<file path="src/rtl/ftc_pkg.sv">
package ftc_pkg;
  // channel count and parallel data width of one transceiver block
  localparam int NCH = 4;
  localparam int DW  = 8;

  // core clock rate; every slower clock is an enable pulse from it
  localparam int CLK_HZ = 20_000_000;

  // fabric-side clock targets
  localparam int FIXED_CLK_HZ   = 125_000_000;
  localparam int CAL_CLK_MAX_HZ = 125_000_000;

  // divider for the calibration clock; never faster than its limit
  localparam int CAL_DIV_MIN = (CLK_HZ + CAL_CLK_MAX_HZ - 1) / CAL_CLK_MAX_HZ;
  localparam int CAL_DIV     = (CAL_DIV_MIN > 4) ? CAL_DIV_MIN : 4;
  localparam int CAL_DIV_W   = 4;

  // free-running reconfiguration clock divider
  localparam int RCFG_DIV   = 2;
  localparam int RCFG_DIV_W = 4;

  // calibration and offset cancellation lengths in their own clock ticks
  localparam int CAL_TICKS = 16;
  localparam int OFS_TICKS = 32;
  localparam int CNT_W     = 8;

  // calibration sequencer states
  typedef enum logic [1:0] {
    CAL_OFF,
    CAL_RUN,
    CAL_DONE
  } ftc_cal_e;
endpackage

</file>
<file path="src/rtl/ftc_link_if.sv">
`timescale 1ns/1ps
interface ftc_link_if;
  import ftc_pkg::*;
  // transceiver to fabric clocks (one-cycle enables)
  logic [NCH-1:0]         tx_clkout;
  logic [NCH-1:0]         rx_clkout;
  logic                   coreclkout;
  // fabric to transceiver clocks and control
  logic [NCH-1:0]         tx_coreclk;
  logic [NCH-1:0]         rx_coreclk;
  logic                   fixed_clk;
  logic                   reconfig_clk;
  logic                   cal_blk_clk;
  logic                   cal_blk_powerdown;
  // datapath words across the phase compensation fifos
  logic [NCH-1:0][DW-1:0] tx_data;
  logic [NCH-1:0][DW-1:0] rx_data;

  modport xcvr (
    output tx_clkout, rx_clkout, coreclkout, rx_data,
    input  tx_coreclk, rx_coreclk, fixed_clk, reconfig_clk,
    input  cal_blk_clk, cal_blk_powerdown, tx_data
  );
  modport fabric (
    input  tx_clkout, rx_clkout, coreclkout, rx_data,
    output tx_coreclk, rx_coreclk, fixed_clk, reconfig_clk,
    output cal_blk_clk, cal_blk_powerdown, tx_data
  );
endinterface

</file>
<file path="src/rtl/ftc_xcvr.sv">
`timescale 1ns/1ps
module ftc_xcvr
  import ftc_pkg::*;
(
  input  wire logic                   clk,
  input  wire logic                   sys_rst,
  ftc_link_if.xcvr                    lnk,
  input  wire logic [NCH-1:0]         ls_tick,
  input  wire logic                   bond_tick,
  input  wire logic [NCH-1:0]         rec_tick,
  input  wire logic [NCH-1:0][DW-1:0] pcs_rx_data,
  input  wire logic                   cfg_bonded,
  input  wire logic                   cfg_rate_match,
  input  wire logic                   cfg_tx_used,
  input  wire logic                   cfg_rx_used,
  input  wire logic                   cfg_byte_ser,
  input  wire logic                   cfg_usr_tx_clk,
  input  wire logic                   cfg_usr_rx_clk,
  output logic [NCH-1:0][DW-1:0]      pcs_tx_data,
  output logic [NCH-1:0]              tx_pcs_tick,
  output logic [NCH-1:0]              rx_wr_tick,
  output logic                        rx_detect_tick,
  output logic                        cal_busy,
  output logic                        cal_done,
  output logic                        ofs_done
);

  typedef struct packed {
    logic                   cfg_valid;
    logic                   bonded;
    logic                   rate_match;
    logic                   byte_ser;
    logic                   usr_tx;
    logic                   usr_rx;
    logic                   half;
    logic [NCH-1:0][DW-1:0] tx_fifo;
    logic [NCH-1:0][DW-1:0] tx_out;
    logic [NCH-1:0][DW-1:0] rx_fifo;
    logic [NCH-1:0][DW-1:0] rx_out;
    ftc_cal_e               cal_st;
    logic [CNT_W-1:0]       cal_cnt;
    logic                   pd_prev;
    logic [CNT_W-1:0]       ofs_cnt;
    logic                   ofs_done;
  } ftc_xcvr_s;

  ftc_xcvr_s st_r;
  ftc_xcvr_s st_nxt;

  logic           bond_half;
  logic [NCH-1:0] tx_wr;
  logic [NCH-1:0] tx_rd;
  logic [NCH-1:0] rx_wr;
  logic [NCH-1:0] rx_rd;
  logic [NCH-1:0] rm_tick;

  // halved bonded clock: every second bonded edge when serializer is on
  assign bond_half = bond_tick & st_r.half;

  // per-channel clock routing from the latched configuration only
  for (genvar c = 0; c < NCH; c++) begin : g_route
    // bonded channels share the common low-speed path for lower skew
    assign rm_tick[c] = st_r.bonded ? bond_tick : ls_tick[c];

    // tx read clock; halved only on the bonded path
    assign tx_rd[c] = !st_r.bonded ? ls_tick[c] :
                      st_r.byte_ser ? bond_half : bond_tick;

    // tx write clock: user port, else auto by bonding
    assign tx_wr[c] = st_r.usr_tx ? lnk.tx_coreclk[c] :
                      st_r.bonded ? bond_tick :
                      ls_tick[c];

    // rx write clock follows the rate match choice
    assign rx_wr[c] = st_r.rate_match ? rm_tick[c] : rec_tick[c];

    // rx read clock: user port, else the same auto source
    assign rx_rd[c] = st_r.usr_rx ? lnk.rx_coreclk[c] :
                      st_r.rate_match ? rm_tick[c] :
                      rec_tick[c];
  end

  // clocks forwarded to the fabric
  always_comb begin
    lnk.tx_clkout  = ls_tick;
    lnk.coreclkout = bond_tick;
    lnk.rx_clkout  = rec_tick;
  end

  // next-state logic for the whole block
  always_comb begin
    st_nxt = st_r;

    // straps latched once after reset, then frozen
    if (!st_r.cfg_valid) begin
      st_nxt.cfg_valid  = 1'b1;
      st_nxt.bonded     = cfg_bonded & cfg_tx_used;
      st_nxt.rate_match = cfg_rate_match & cfg_tx_used
                          & cfg_rx_used;
      st_nxt.byte_ser   = cfg_byte_ser;
      st_nxt.usr_tx     = cfg_usr_tx_clk;
      st_nxt.usr_rx     = cfg_usr_rx_clk;
    end

    // divide-by-two phase for the bonded clock
    if (bond_tick) begin
      st_nxt.half = ~st_r.half;
    end

    // phase compensation fifo stages, one word deep each
    for (int c = 0; c < NCH; c++) begin
      if (tx_wr[c]) begin
        st_nxt.tx_fifo[c] = lnk.tx_data[c];
      end
      if (tx_rd[c]) begin
        st_nxt.tx_out[c] = st_r.tx_fifo[c];
      end
      if (rx_wr[c]) begin
        st_nxt.rx_fifo[c] = pcs_rx_data[c];
      end
      if (rx_rd[c]) begin
        st_nxt.rx_out[c] = st_r.rx_fifo[c];
      end
    end

    // shared calibration sequencer, one for all channels
    st_nxt.pd_prev = lnk.cal_blk_powerdown;
    case (st_r.cal_st)
      CAL_OFF: begin
        st_nxt.cal_cnt = '0;
        if (!lnk.cal_blk_powerdown) begin
          st_nxt.cal_st = CAL_RUN;
        end
      end
      CAL_RUN: begin
        if (lnk.cal_blk_clk) begin
          st_nxt.cal_cnt = st_r.cal_cnt + 1'b1;
          if (st_r.cal_cnt == CNT_W'(CAL_TICKS - 1)) begin
            st_nxt.cal_st = CAL_DONE;
          end
        end
      end
      CAL_DONE: begin
        st_nxt.cal_cnt = st_r.cal_cnt;
      end
      default: begin
        st_nxt.cal_st = CAL_OFF;
      end
    endcase
    // powerdown always wins; its release starts a fresh sequence
    if (lnk.cal_blk_powerdown) begin
      st_nxt.cal_st  = CAL_OFF;
      st_nxt.cal_cnt = '0;
    end else if (st_r.pd_prev) begin
      st_nxt.cal_st  = CAL_RUN;
      st_nxt.cal_cnt = '0;
    end

    // offset cancellation paced by the free-running reconfig clock
    if (!st_r.ofs_done && lnk.reconfig_clk) begin
      st_nxt.ofs_cnt = st_r.ofs_cnt + 1'b1;
      if (st_r.ofs_cnt == CNT_W'(OFS_TICKS - 1)) begin
        st_nxt.ofs_done = 1'b1;
      end
    end
  end

  // single state register
  always_ff @(posedge clk) begin
    if (sys_rst) begin
      st_r <= '0;
    end else begin
      st_r <= st_nxt;
    end
  end

  // outputs; data from flip-flops, ticks are plain enables
  always_comb begin
    lnk.rx_data    = st_r.rx_out;
    pcs_tx_data    = st_r.tx_out;
    tx_pcs_tick    = tx_rd;       // tx pcs runs on the tx read clock
    rx_wr_tick     = rx_wr;
    rx_detect_tick = lnk.fixed_clk;
    cal_busy       = (st_r.cal_st == CAL_RUN);
    cal_done       = (st_r.cal_st == CAL_DONE);
    ofs_done       = st_r.ofs_done;
  end

endmodule

</file>
<file path="src/flat_wrapper.sv">
// flat-port wrapper written by rule: the top's interface ports become plain ports
module ftc_xcvr_flat import ftc_pkg::*;
  (clk, sys_rst, ls_tick, bond_tick, rec_tick, pcs_rx_data, cfg_bonded, cfg_rate_match, cfg_tx_used, cfg_rx_used, cfg_byte_ser, cfg_usr_tx_clk, cfg_usr_rx_clk, pcs_tx_data, tx_pcs_tick, rx_wr_tick, rx_detect_tick, cal_busy, cal_done, ofs_done, lnk_tx_clkout, lnk_rx_clkout, lnk_coreclkout, lnk_rx_data, lnk_tx_coreclk, lnk_rx_coreclk, lnk_fixed_clk, lnk_reconfig_clk, lnk_cal_blk_clk, lnk_cal_blk_powerdown, lnk_tx_data);
  ftc_link_if lnk_i ();
  input  wire logic clk;
  input  wire logic sys_rst;
  input  wire logic [NCH-1:0] ls_tick;
  input  wire logic bond_tick;
  input  wire logic [NCH-1:0] rec_tick;
  input  wire logic [NCH-1:0][DW-1:0] pcs_rx_data;
  input  wire logic cfg_bonded;
  input  wire logic cfg_rate_match;
  input  wire logic cfg_tx_used;
  input  wire logic cfg_rx_used;
  input  wire logic cfg_byte_ser;
  input  wire logic cfg_usr_tx_clk;
  input  wire logic cfg_usr_rx_clk;
  output logic [NCH-1:0][DW-1:0] pcs_tx_data;
  output logic [NCH-1:0] tx_pcs_tick;
  output logic [NCH-1:0] rx_wr_tick;
  output logic rx_detect_tick;
  output logic cal_busy;
  output logic cal_done;
  output logic ofs_done;
  output wire logic [$bits(lnk_i.tx_clkout)-1:0] lnk_tx_clkout;
  output wire logic [$bits(lnk_i.rx_clkout)-1:0] lnk_rx_clkout;
  output wire logic [$bits(lnk_i.coreclkout)-1:0] lnk_coreclkout;
  output wire logic [$bits(lnk_i.rx_data)-1:0] lnk_rx_data;
  input wire logic [$bits(lnk_i.tx_coreclk)-1:0] lnk_tx_coreclk;
  input wire logic [$bits(lnk_i.rx_coreclk)-1:0] lnk_rx_coreclk;
  input wire logic [$bits(lnk_i.fixed_clk)-1:0] lnk_fixed_clk;
  input wire logic [$bits(lnk_i.reconfig_clk)-1:0] lnk_reconfig_clk;
  input wire logic [$bits(lnk_i.cal_blk_clk)-1:0] lnk_cal_blk_clk;
  input wire logic [$bits(lnk_i.cal_blk_powerdown)-1:0] lnk_cal_blk_powerdown;
  input wire logic [$bits(lnk_i.tx_data)-1:0] lnk_tx_data;
  assign lnk_tx_clkout = lnk_i.tx_clkout;
  assign lnk_rx_clkout = lnk_i.rx_clkout;
  assign lnk_coreclkout = lnk_i.coreclkout;
  assign lnk_rx_data = lnk_i.rx_data;
  assign lnk_i.tx_coreclk = lnk_tx_coreclk;
  assign lnk_i.rx_coreclk = lnk_rx_coreclk;
  assign lnk_i.fixed_clk = lnk_fixed_clk;
  assign lnk_i.reconfig_clk = lnk_reconfig_clk;
  assign lnk_i.cal_blk_clk = lnk_cal_blk_clk;
  assign lnk_i.cal_blk_powerdown = lnk_cal_blk_powerdown;
  assign lnk_i.tx_data = lnk_tx_data;
  ftc_xcvr u_core (.clk(clk), .sys_rst(sys_rst), .lnk(lnk_i), .ls_tick(ls_tick), .bond_tick(bond_tick), .rec_tick(rec_tick), .pcs_rx_data(pcs_rx_data), .cfg_bonded(cfg_bonded), .cfg_rate_match(cfg_rate_match), .cfg_tx_used(cfg_tx_used), .cfg_rx_used(cfg_rx_used), .cfg_byte_ser(cfg_byte_ser), .cfg_usr_tx_clk(cfg_usr_tx_clk), .cfg_usr_rx_clk(cfg_usr_rx_clk), .pcs_tx_data(pcs_tx_data), .tx_pcs_tick(tx_pcs_tick), .rx_wr_tick(rx_wr_tick), .rx_detect_tick(rx_detect_tick), .cal_busy(cal_busy), .cal_done(cal_done), .ofs_done(ofs_done));
endmodule
</file>
<file path="config.mk">
export PLATFORM = sky130hd
export DESIGN_NAME = ftc_xcvr_flat
export DESIGN_NICKNAME = d
export VERILOG_FILES = /design/src/rtl/ftc_pkg.sv /design/src/rtl/ftc_link_if.sv /design/src/rtl/ftc_xcvr.sv /design/src/flat_wrapper.sv
export SDC_FILE = /design/constraint.sdc
export NUM_CORES = 1
export LEC_CHECK = 0
export BUFFER_PORTS_ARGS = -buffer_cell sky130_fd_sc_hd__buf_2
export CAP_MARGIN = 40
export CORE_ASPECT_RATIO = 1.25
export CORE_MARGIN = 5
export CORE_UTILIZATION = 52
export CTS_CLUSTER_DIAMETER = 120
export DETAILED_ROUTE_END_ITERATION = 7
export GPL_TIMING_DRIVEN = 0
export HOLD_SLACK_MARGIN = 0.05
export PLACE_DENSITY = 0.8
export REMOVE_ABC_BUFFERS = 1
export SLEW_MARGIN = 40
export SYNTH_ARGS = -nofsm -noshare
export SYNTH_HDL_FRONTEND = slang
export SYNTH_SLANG_ARGS = --single-unit
</file>
<file path="constraint.sdc">
create_clock -name clk -period 1.9 [get_ports clk]
set_input_delay 0.095 -clock clk [delete_from_list [all_inputs] [get_ports clk]]
set_output_delay 0.095 -clock clk [all_outputs]
set_load 0.005 [all_outputs]
</file>
==> run summary, run 1 <==
STATUS
-----------------------------------------------------------------------------------------------
Outcome                                                                            complete, no violations

FINAL LAYOUT
-----------------------------------------------------------------------------------------------
Share of post-route cells with drive strength above 1                                     28.1%
Design Area, Final                                                                  0.00844 mm2
Synth-to-layout area growth                                                               28.7%
Fin nets                                                                                    916
Ant. Diodes                                                                                   0
Number of cells in the finished layout apart from fillers                                   997
Filler cell count in the final layout                                                       918

GLOBAL ROUTE
-----------------------------------------------------------------------------------------------
Vias in the first global route                                                             5117
First-pass GRT wire length                                                             25200 um
GRT Overall Usage                                                                         20.7%
Antenna violations before repair                                                              0
Pin count of the biggest net entering global routing                                         79
Grt ovf                                                                                       0

ROUTING
-----------------------------------------------------------------------------------------------
Wirelength, routed                                                                     15600 um
Drt initial violations                                                                      269
Via-per-instance ratio                                                                     4.99
Length of the first detailed-routing pass in iterations                                       4
Count of nets left with antenna violations after detail routing                               0
Drc violations                                                                                0
DR WL/cell                                                                              15.7 um
Vias after detailed routing                                                                4975

TIMING
-----------------------------------------------------------------------------------------------
Ratio of final minimum period to clock period                                             95.7%
Final Worst Setup Slack                                                                 81.4 ps
Total Negative Setup Slacks                                                                0 ps
Slew at the pin with the worst max-slew slack                                            765 ps
Timing-limited maximum frequency                                                      0.550 GHz
Final critical-path required period                                                     1820 ps
Count of final setup violators                                                                0
Final hold violation count                                                                    0
Unrepaired setup endpoints after global routing                                              no
Number of slew-limit violations in the final report                                           0
Post-Route Skew                                                                         10.4 ps
Worst slew margin relative to its limit                                                   48.9%

WORST SETUP PATH
-----------------------------------------------------------------------------------------------
Critical path peak fanout                                                                    10
Reg2reg setup slack                                                                       80 ps
Type of destination of the critical path                                               register
Type of the setup path with the least slack                                          reg -> reg
Setup crit start kind                                                                  register
Worst Path Required                                                                     2190 ps
Critical Path AT                                                                        2110 ps

FLOORPLANNING
-----------------------------------------------------------------------------------------------
IO Count                                                                                    179
Die width                                                                                110 um
Starting utilization of the core area                                                     53.4%
Row Count                                                                                    45
Full die area                                                                        0.0150 mm2
Floorplan die height                                                                     136 um
Core region area                                                                     0.0123 mm2

PLACE
-----------------------------------------------------------------------------------------------
Pre-CTS setup slack                                                                     -126 ps
Placed inst area                                                                    0.00699 mm2
Number of buffers added on ports                                                            176
Cells after DPL                                                                             885
Gpl congestion                                                                            0.858
Final HPWL DP                                                                          10100 um

SYNTH
-----------------------------------------------------------------------------------------------
Async SR Flop Fraction                                                                       0%
Predominant post-synthesis flop cell                                                    dfxtp_1
Syn_area_per_cell                                                                      10.1 um2
Share of Yosys cell area claimed by the top area cell type                                47.4%
Portion of the post-synthesis area used by sequential elements                            47.4%
Cell area after synthesis                                                           0.00655 mm2
Post-synthesis cell type with the largest combined area                                 dfxtp_1
Yosys reg bits                                                                              155
Top cells by count, synth                                                          dfxtp_1, nor2_1, mux2i_1
EDFF count, synth                                                                             0
Count of warnings emitted by yosys                                                            0
Cell types occupying the most area after synthesis                                 dfxtp_1, mux2i_1, nor2_1
Gate Count Post-Synth                                                                       648
Leading cell type by number of instances after synthesis                                dfxtp_1
Number of distinct library cells after synthesis                                             38

POWER AND IR DROP
-----------------------------------------------------------------------------------------------
Worst VDD drop                                                                         0.659 mV
Overall power                                                                         0.00804 W
PD cells                                                                             953 mW/mm2
Leakage                                                                                 3.99 nW

HOLD PATH
-----------------------------------------------------------------------------------------------
Kind of path behind the tightest hold check                                           in -> reg

JOB
-----------------------------------------------------------------------------------------------
Number of violations of the max-capacitance limit                                             0

CLOCKING
-----------------------------------------------------------------------------------------------
CTS Root Cell                                                                         clkbuf_16
TritonCTS clock tree                                                                      built
Maximum number of buffers from clock root to sink                                             2
Clock input transition at the sequential cells of the worst setup and hold paths          60 ps
Clock insertion delay at the later pin of the skew report                                420 ps
Number of buffers added by the clock tree synthesis step                                     17
Maximum level of the CTS H-tree                                                               4
Clock sinks                                                                                 155

## logic make-up (layout without fill, tap and decap cells)
logic type               after synthesis  after routing  synth area share [%]
adder cells (fa/ha/maj)                2              2                 0.382
flip-flops                           155            155                  47.4
multiplexers                         144            144                  23.8
XOR/XNOR                              12             12                  1.60
buffers and inverters                115            300                  11.5
AND/OR/NAND/NOR                      197            197                  12.9
AO/OA/AOI/OAI                         23             23                  2.35
## power by group
part	switching, W	leakage (nW)	internal (W)
Clock	0.00134	0.296	0.00224
Sequential	0.000107	1.27	0.00342
Combinational	0.000429	2.43	0.000506
## critical path, cell delays in order (launching register included)
cell and delay, ps:
dfxtp_4 480, mux2_4 370, a221o_1 510, mux2i_1 260, nor2_1 70
## flip-flops by register name, summed over array words and instances (netlist names)
register	cells
u_core.pcs_tx_data	32
u_core.ofs_done	1
u_core.lnk.rx_data	32
u_core.st_r	90
## stage by stage
step                hold WS (ps)  util (%)
floorplan                    152         -
global placement             190      56.4
detailed placement           190      56.9
CTS                         50.2      68.7
global route                69.9      68.7
finish                      52.4      68.7
## timing repair
action / CTS / global route
setup buffers: 8 / 0
endpoints found under the hold margin: 75 / 0
gates cloned: 0 / 0
pin swaps: 4 / 0
hold buffers: 72 / 0
setup endpoints to repair: 82 / 33
resized for setup: 6 / 1
## worst paths after layout
kind,endpoint,cells after the start,start
setup reg to reg,u_core.lnk.rx_data[24],4,u_core.st_r[153]
setup / recovery,u_core.lnk.rx_data[24],4,u_core.st_r[153]
hold reg to reg,u_core.st_r[18],1,u_core.st_r[9]
hold / removal,u_core.st_r[4],2,sys_rst
## placed cells by master, fill, tap and decap left out, types with 2 or more instances in the layout
master,count
nor3_1,5
nand2_1,7
mux2_4,4
a221o_1,4
dfxtp_1,153
nand4_1,5
clkbuf_16,17
clkinvlp_4,4
or3_1,2
nor3b_1,5
nor2b_1,9
buf_2,175
a22oi_1,2
nand2b_1,2
o22ai_4,4
a21oi_1,6
nor4_1,2
buf_4,8
xnor2_1,7
nand3b_1,2
bufinv_16,4
mux2i_4,8
xor2_1,5
clkinv_4,2
nor2_1,151
inv_1,11
mux2i_1,132
ha_1,2
o21ai_0,4
dlygate4sd3_1,72
inv_6,2
## layout make-up
type | count | area [um2] | share of cell area (%)
Timing Repair Buffer | 257 | 1700 | 20.1
Tap cell | 164 | 205 | 2.43
Clock inverter | 13 | 190 | 2.25
Inverter | 11 | 41.3 | 0.489
Multi-Input combinational cell | 378 | 2750 | 32.6
Clock buffer | 19 | 443 | 5.25
Sequential cell | 155 | 3110 | 36.8
## metal layers
metal / up-vias / GRT usage [%] / share of wire, %
li1: 2435 / - / -
met1: 2340 / 22.3 / 39
met2: 159 / 38.3 / 53
met3: 41 / 5.67 / 4.9
met4: 0 / 8.56 / 2.8
met5: - / 0 / 0
Power figures use the tool's default switching activity.
==> inputs of run 2 (changes only) <==
==> constraint.sdc (replaced) <==
create_clock -name clk -period 1.9 [get_ports clk]
set_input_delay 0.19 -clock clk [delete_from_list [all_inputs] [get_ports clk]]
set_output_delay 0.19 -clock clk [all_outputs]
set_load 0.005 [all_outputs]
==> run 2 against run 1 <==
Effect of this change:
- critical path depth unchanged
- combinational power about the same
- sequential cell count unchanged
- final cell count down 0.20%
- first-iteration DRC count down 8.6%
- largest power group unchanged
- critical path type is now reg -> out
- fmax about the same
- global-route usage down 0.13 points
- setup slack about the same
- critical endpoint is now rx_wr_tick[0]
- clock power about the same
- design area down 0.24%
- hold slack better by 19 ps
==> run summary, run 2 (synthesized netlist as in run 1, its figures left out) <==
WORST SETUP PATH
-----------------------------------------------------------------------------------------------
Worst reg2reg path startpoint                                                      u_core.st_r[153]
Cell type of the slowest stage on the worst timing path                                 dfxtp_4
Worst r2r dst                                                                      u_core.lnk.rx_data[24]
Reg2reg setup slack                                                                       90 ps
Top Family by Delay on Critical Path                                               multiplexers
Longest individual stage delay on the worst path                                         460 ps
Type of destination of the critical path                                             output pin
Setup crit start kind                                                                  register
Ordered list of cells on the worst path                                            mux2_4, mux2i_4, inv_1, buf_2
Critical Path AT                                                                        1630 ps
Number of buffer and inverter instances along the worst setup path                            2
Type of the setup path with the least slack                                          reg -> out
Worst Path Required                                                                     1710 ps
Cell count of the worst reg-to-reg path                                                       4
Critical path peak fanout                                                                    10

FLOORPLANNING
-----------------------------------------------------------------------------------------------
Die width                                                                                110 um
Floorplan die height                                                                     136 um
IO Count                                                                                    179
Starting utilization of the core area                                                     53.4%
Full die area                                                                        0.0150 mm2
Core region area                                                                     0.0123 mm2
Row Count                                                                                    45

TIMING
-----------------------------------------------------------------------------------------------
Unrepaired setup endpoints after global routing                                              no
Slew at the pin with the worst max-slew slack                                            504 ps
Worst hold margin                                                                       71.2 ps
Total Negative Setup Slacks                                                                0 ps
Worst slew margin relative to its limit                                                   65.7%
Timing-limited maximum frequency                                                      0.550 GHz
Final Worst Setup Slack                                                                 81.6 ps
Post-Route Skew                                                                         10.4 ps
Number of slew-limit violations in the final report                                           0
Final critical-path required period                                                     1820 ps
Final hold violation count                                                                    0
Count of final setup violators                                                                0
Ratio of final minimum period to clock period                                             95.7%

PLACE
-----------------------------------------------------------------------------------------------
Final HPWL DP                                                                          10100 um
Pre-CTS setup slack                                                                     -126 ps
Gpl congestion                                                                            0.858
Number of buffers added on ports                                                            176

GLOBAL ROUTE
-----------------------------------------------------------------------------------------------
Antenna violations before repair                                                              0
Pin count of the biggest net entering global routing                                         79
GRT Overall Usage                                                                         20.6%
Grt ovf                                                                                       0
Vias in the first global route                                                             5118
First-pass GRT wire length                                                             25000 um

HOLD PATH
-----------------------------------------------------------------------------------------------
Endpoint, Worst Hold                                                               u_core.st_r[152]
Source of the worst hold timing path                                               cfg_rate_match
Cells on Worst Hold Path                                                                      3
Kind of path behind the tightest hold check                                           in -> reg

ROUTING
-----------------------------------------------------------------------------------------------
Vias after detailed routing                                                                4967
Wirelength, routed                                                                     15600 um
DR WL/cell                                                                              15.6 um
Length of the first detailed-routing pass in iterations                                       4
Drt initial violations                                                                      246
Via-per-instance ratio                                                                     4.99
Count of nets left with antenna violations after detail routing                               0
Drc violations                                                                                0

FINAL LAYOUT
-----------------------------------------------------------------------------------------------
Synth-to-layout area growth                                                               28.4%
Share of post-route cells with drive strength above 1                                     28.4%
Ant. Diodes                                                                                   0
Top library cells by usage in the layout, fill and taps aside                      buf_2, dfxtp_1, nor2_1, mux2i_1, dlygate4sd3_1
Number of flip-flops in the largest register                                                 90
Register name with the most flops                                                   u_core.st_r
Fin nets                                                                                    914
Leading cell type in the layout, fill and taps excluded                                   buf_2

CLOCKING
-----------------------------------------------------------------------------------------------
TritonCTS clock tree                                                                      built
Clock input transition at the sequential cells of the worst setup and hold paths          60 ps
Number of buffers added by the clock tree synthesis step                                     17
Clock sinks                                                                                 155
Maximum number of buffers from clock root to sink                                             2
Clock insertion delay at the later pin of the skew report                                420 ps
Maximum level of the CTS H-tree                                                               4
CTS Root Cell                                                                         clkbuf_16

JOB
-----------------------------------------------------------------------------------------------
Number of violations of the max-capacitance limit                                             0

POWER AND IR DROP
-----------------------------------------------------------------------------------------------
Leakage                                                                                 3.99 nW
PD cells                                                                             954 mW/mm2
Worst VDD drop                                                                         0.655 mV

STATUS
-----------------------------------------------------------------------------------------------
Outcome                                                                            complete, no violations

## run 2: cell types whose count changed in the layout (fill, tap and decap cells not counted), sizes merged
cell	before	now
buf	185	186
dlygate4sd3	72	69
## run 2: per-stage QoR
stage / util [%] / std cells / cell area, um2 / total power (W)
6_report: 68.6 / 995 / 8420 / 0.00803
5_1_grt: 68.6 / 995 / 8420 / 0.00836
4_1_cts: 68.5 / 994 / 8410 / 0.00809
3_5_place_dp: 56.9 / 885 / 6990 / 0.00437
3_3_place_gp: 56.4 / 884 / 6920 / 0.00433
2_1_floorplan: - / 544 / 5840 / 0.00402
## run 2: worst max path at each step
stage | startpoint | to | slack (ps) | depth (start not counted)
after global routing | u_core.st_r[152] | u_core.lnk.rx_data[24] | 4 | 4
after detailed placement | u_core.st_r[153] | u_core.pcs_tx_data[20] | -130 | 4
after global placement | sys_rst | u_core.st_r[17] | -830 | 4
final | u_core.st_r[153] | rx_wr_tick[0] | 80 | 4
after floorplan | u_core.st_r[153] | u_core.pcs_tx_data[0] | 100 | 4
after CTS | u_core.st_r[153] | rx_wr_tick[1] | 70 | 4
## run 2: final cells by class
type / count / area (um2)
fill: 917 / 3860
sequential: 155 / 3110
multi-input combinational: 378 / 2750
timing repair buffer: 255 / 1680
clock buffer: 19 / 443
tap: 164 / 205
clock inverter: 13 / 190
inverter: 11 / 41.3
## run 2: where the power goes
part	switching, W	total (W)	internal (W)	leakage, nW
logic	0.000431	0.000934	0.000503	2.42
registers	0.000107	0.00352	0.00342	1.27
clock network	0.00133	0.00357	0.00224	0.296
## run 2: tightest hold or removal path, cell delays in order
cell and delay, ps:
buf_2 80, a32oi_1 80, nor2_1 90
## run 2: metal layers
metal / vias to the layer above / track usage, % / part of all wire (%)
met5: - / 0 / 0
met4: 0 / 8.56 / 2.4
met3: 31 / 5.81 / 5.4
met2: 162 / 37.9 / 53
met1: 2342 / 22.2 / 39
li1: 2432 / - / -
## run 2: repair_timing
item,in CTS,in global routing
gates resized for setup,8,0
gates cloned,0,0
endpoints found under the setup margin,82,1
hold endpoints to repair,70,0
setup buffers,8,1
pin swaps,4,0
hold buffers,69,0
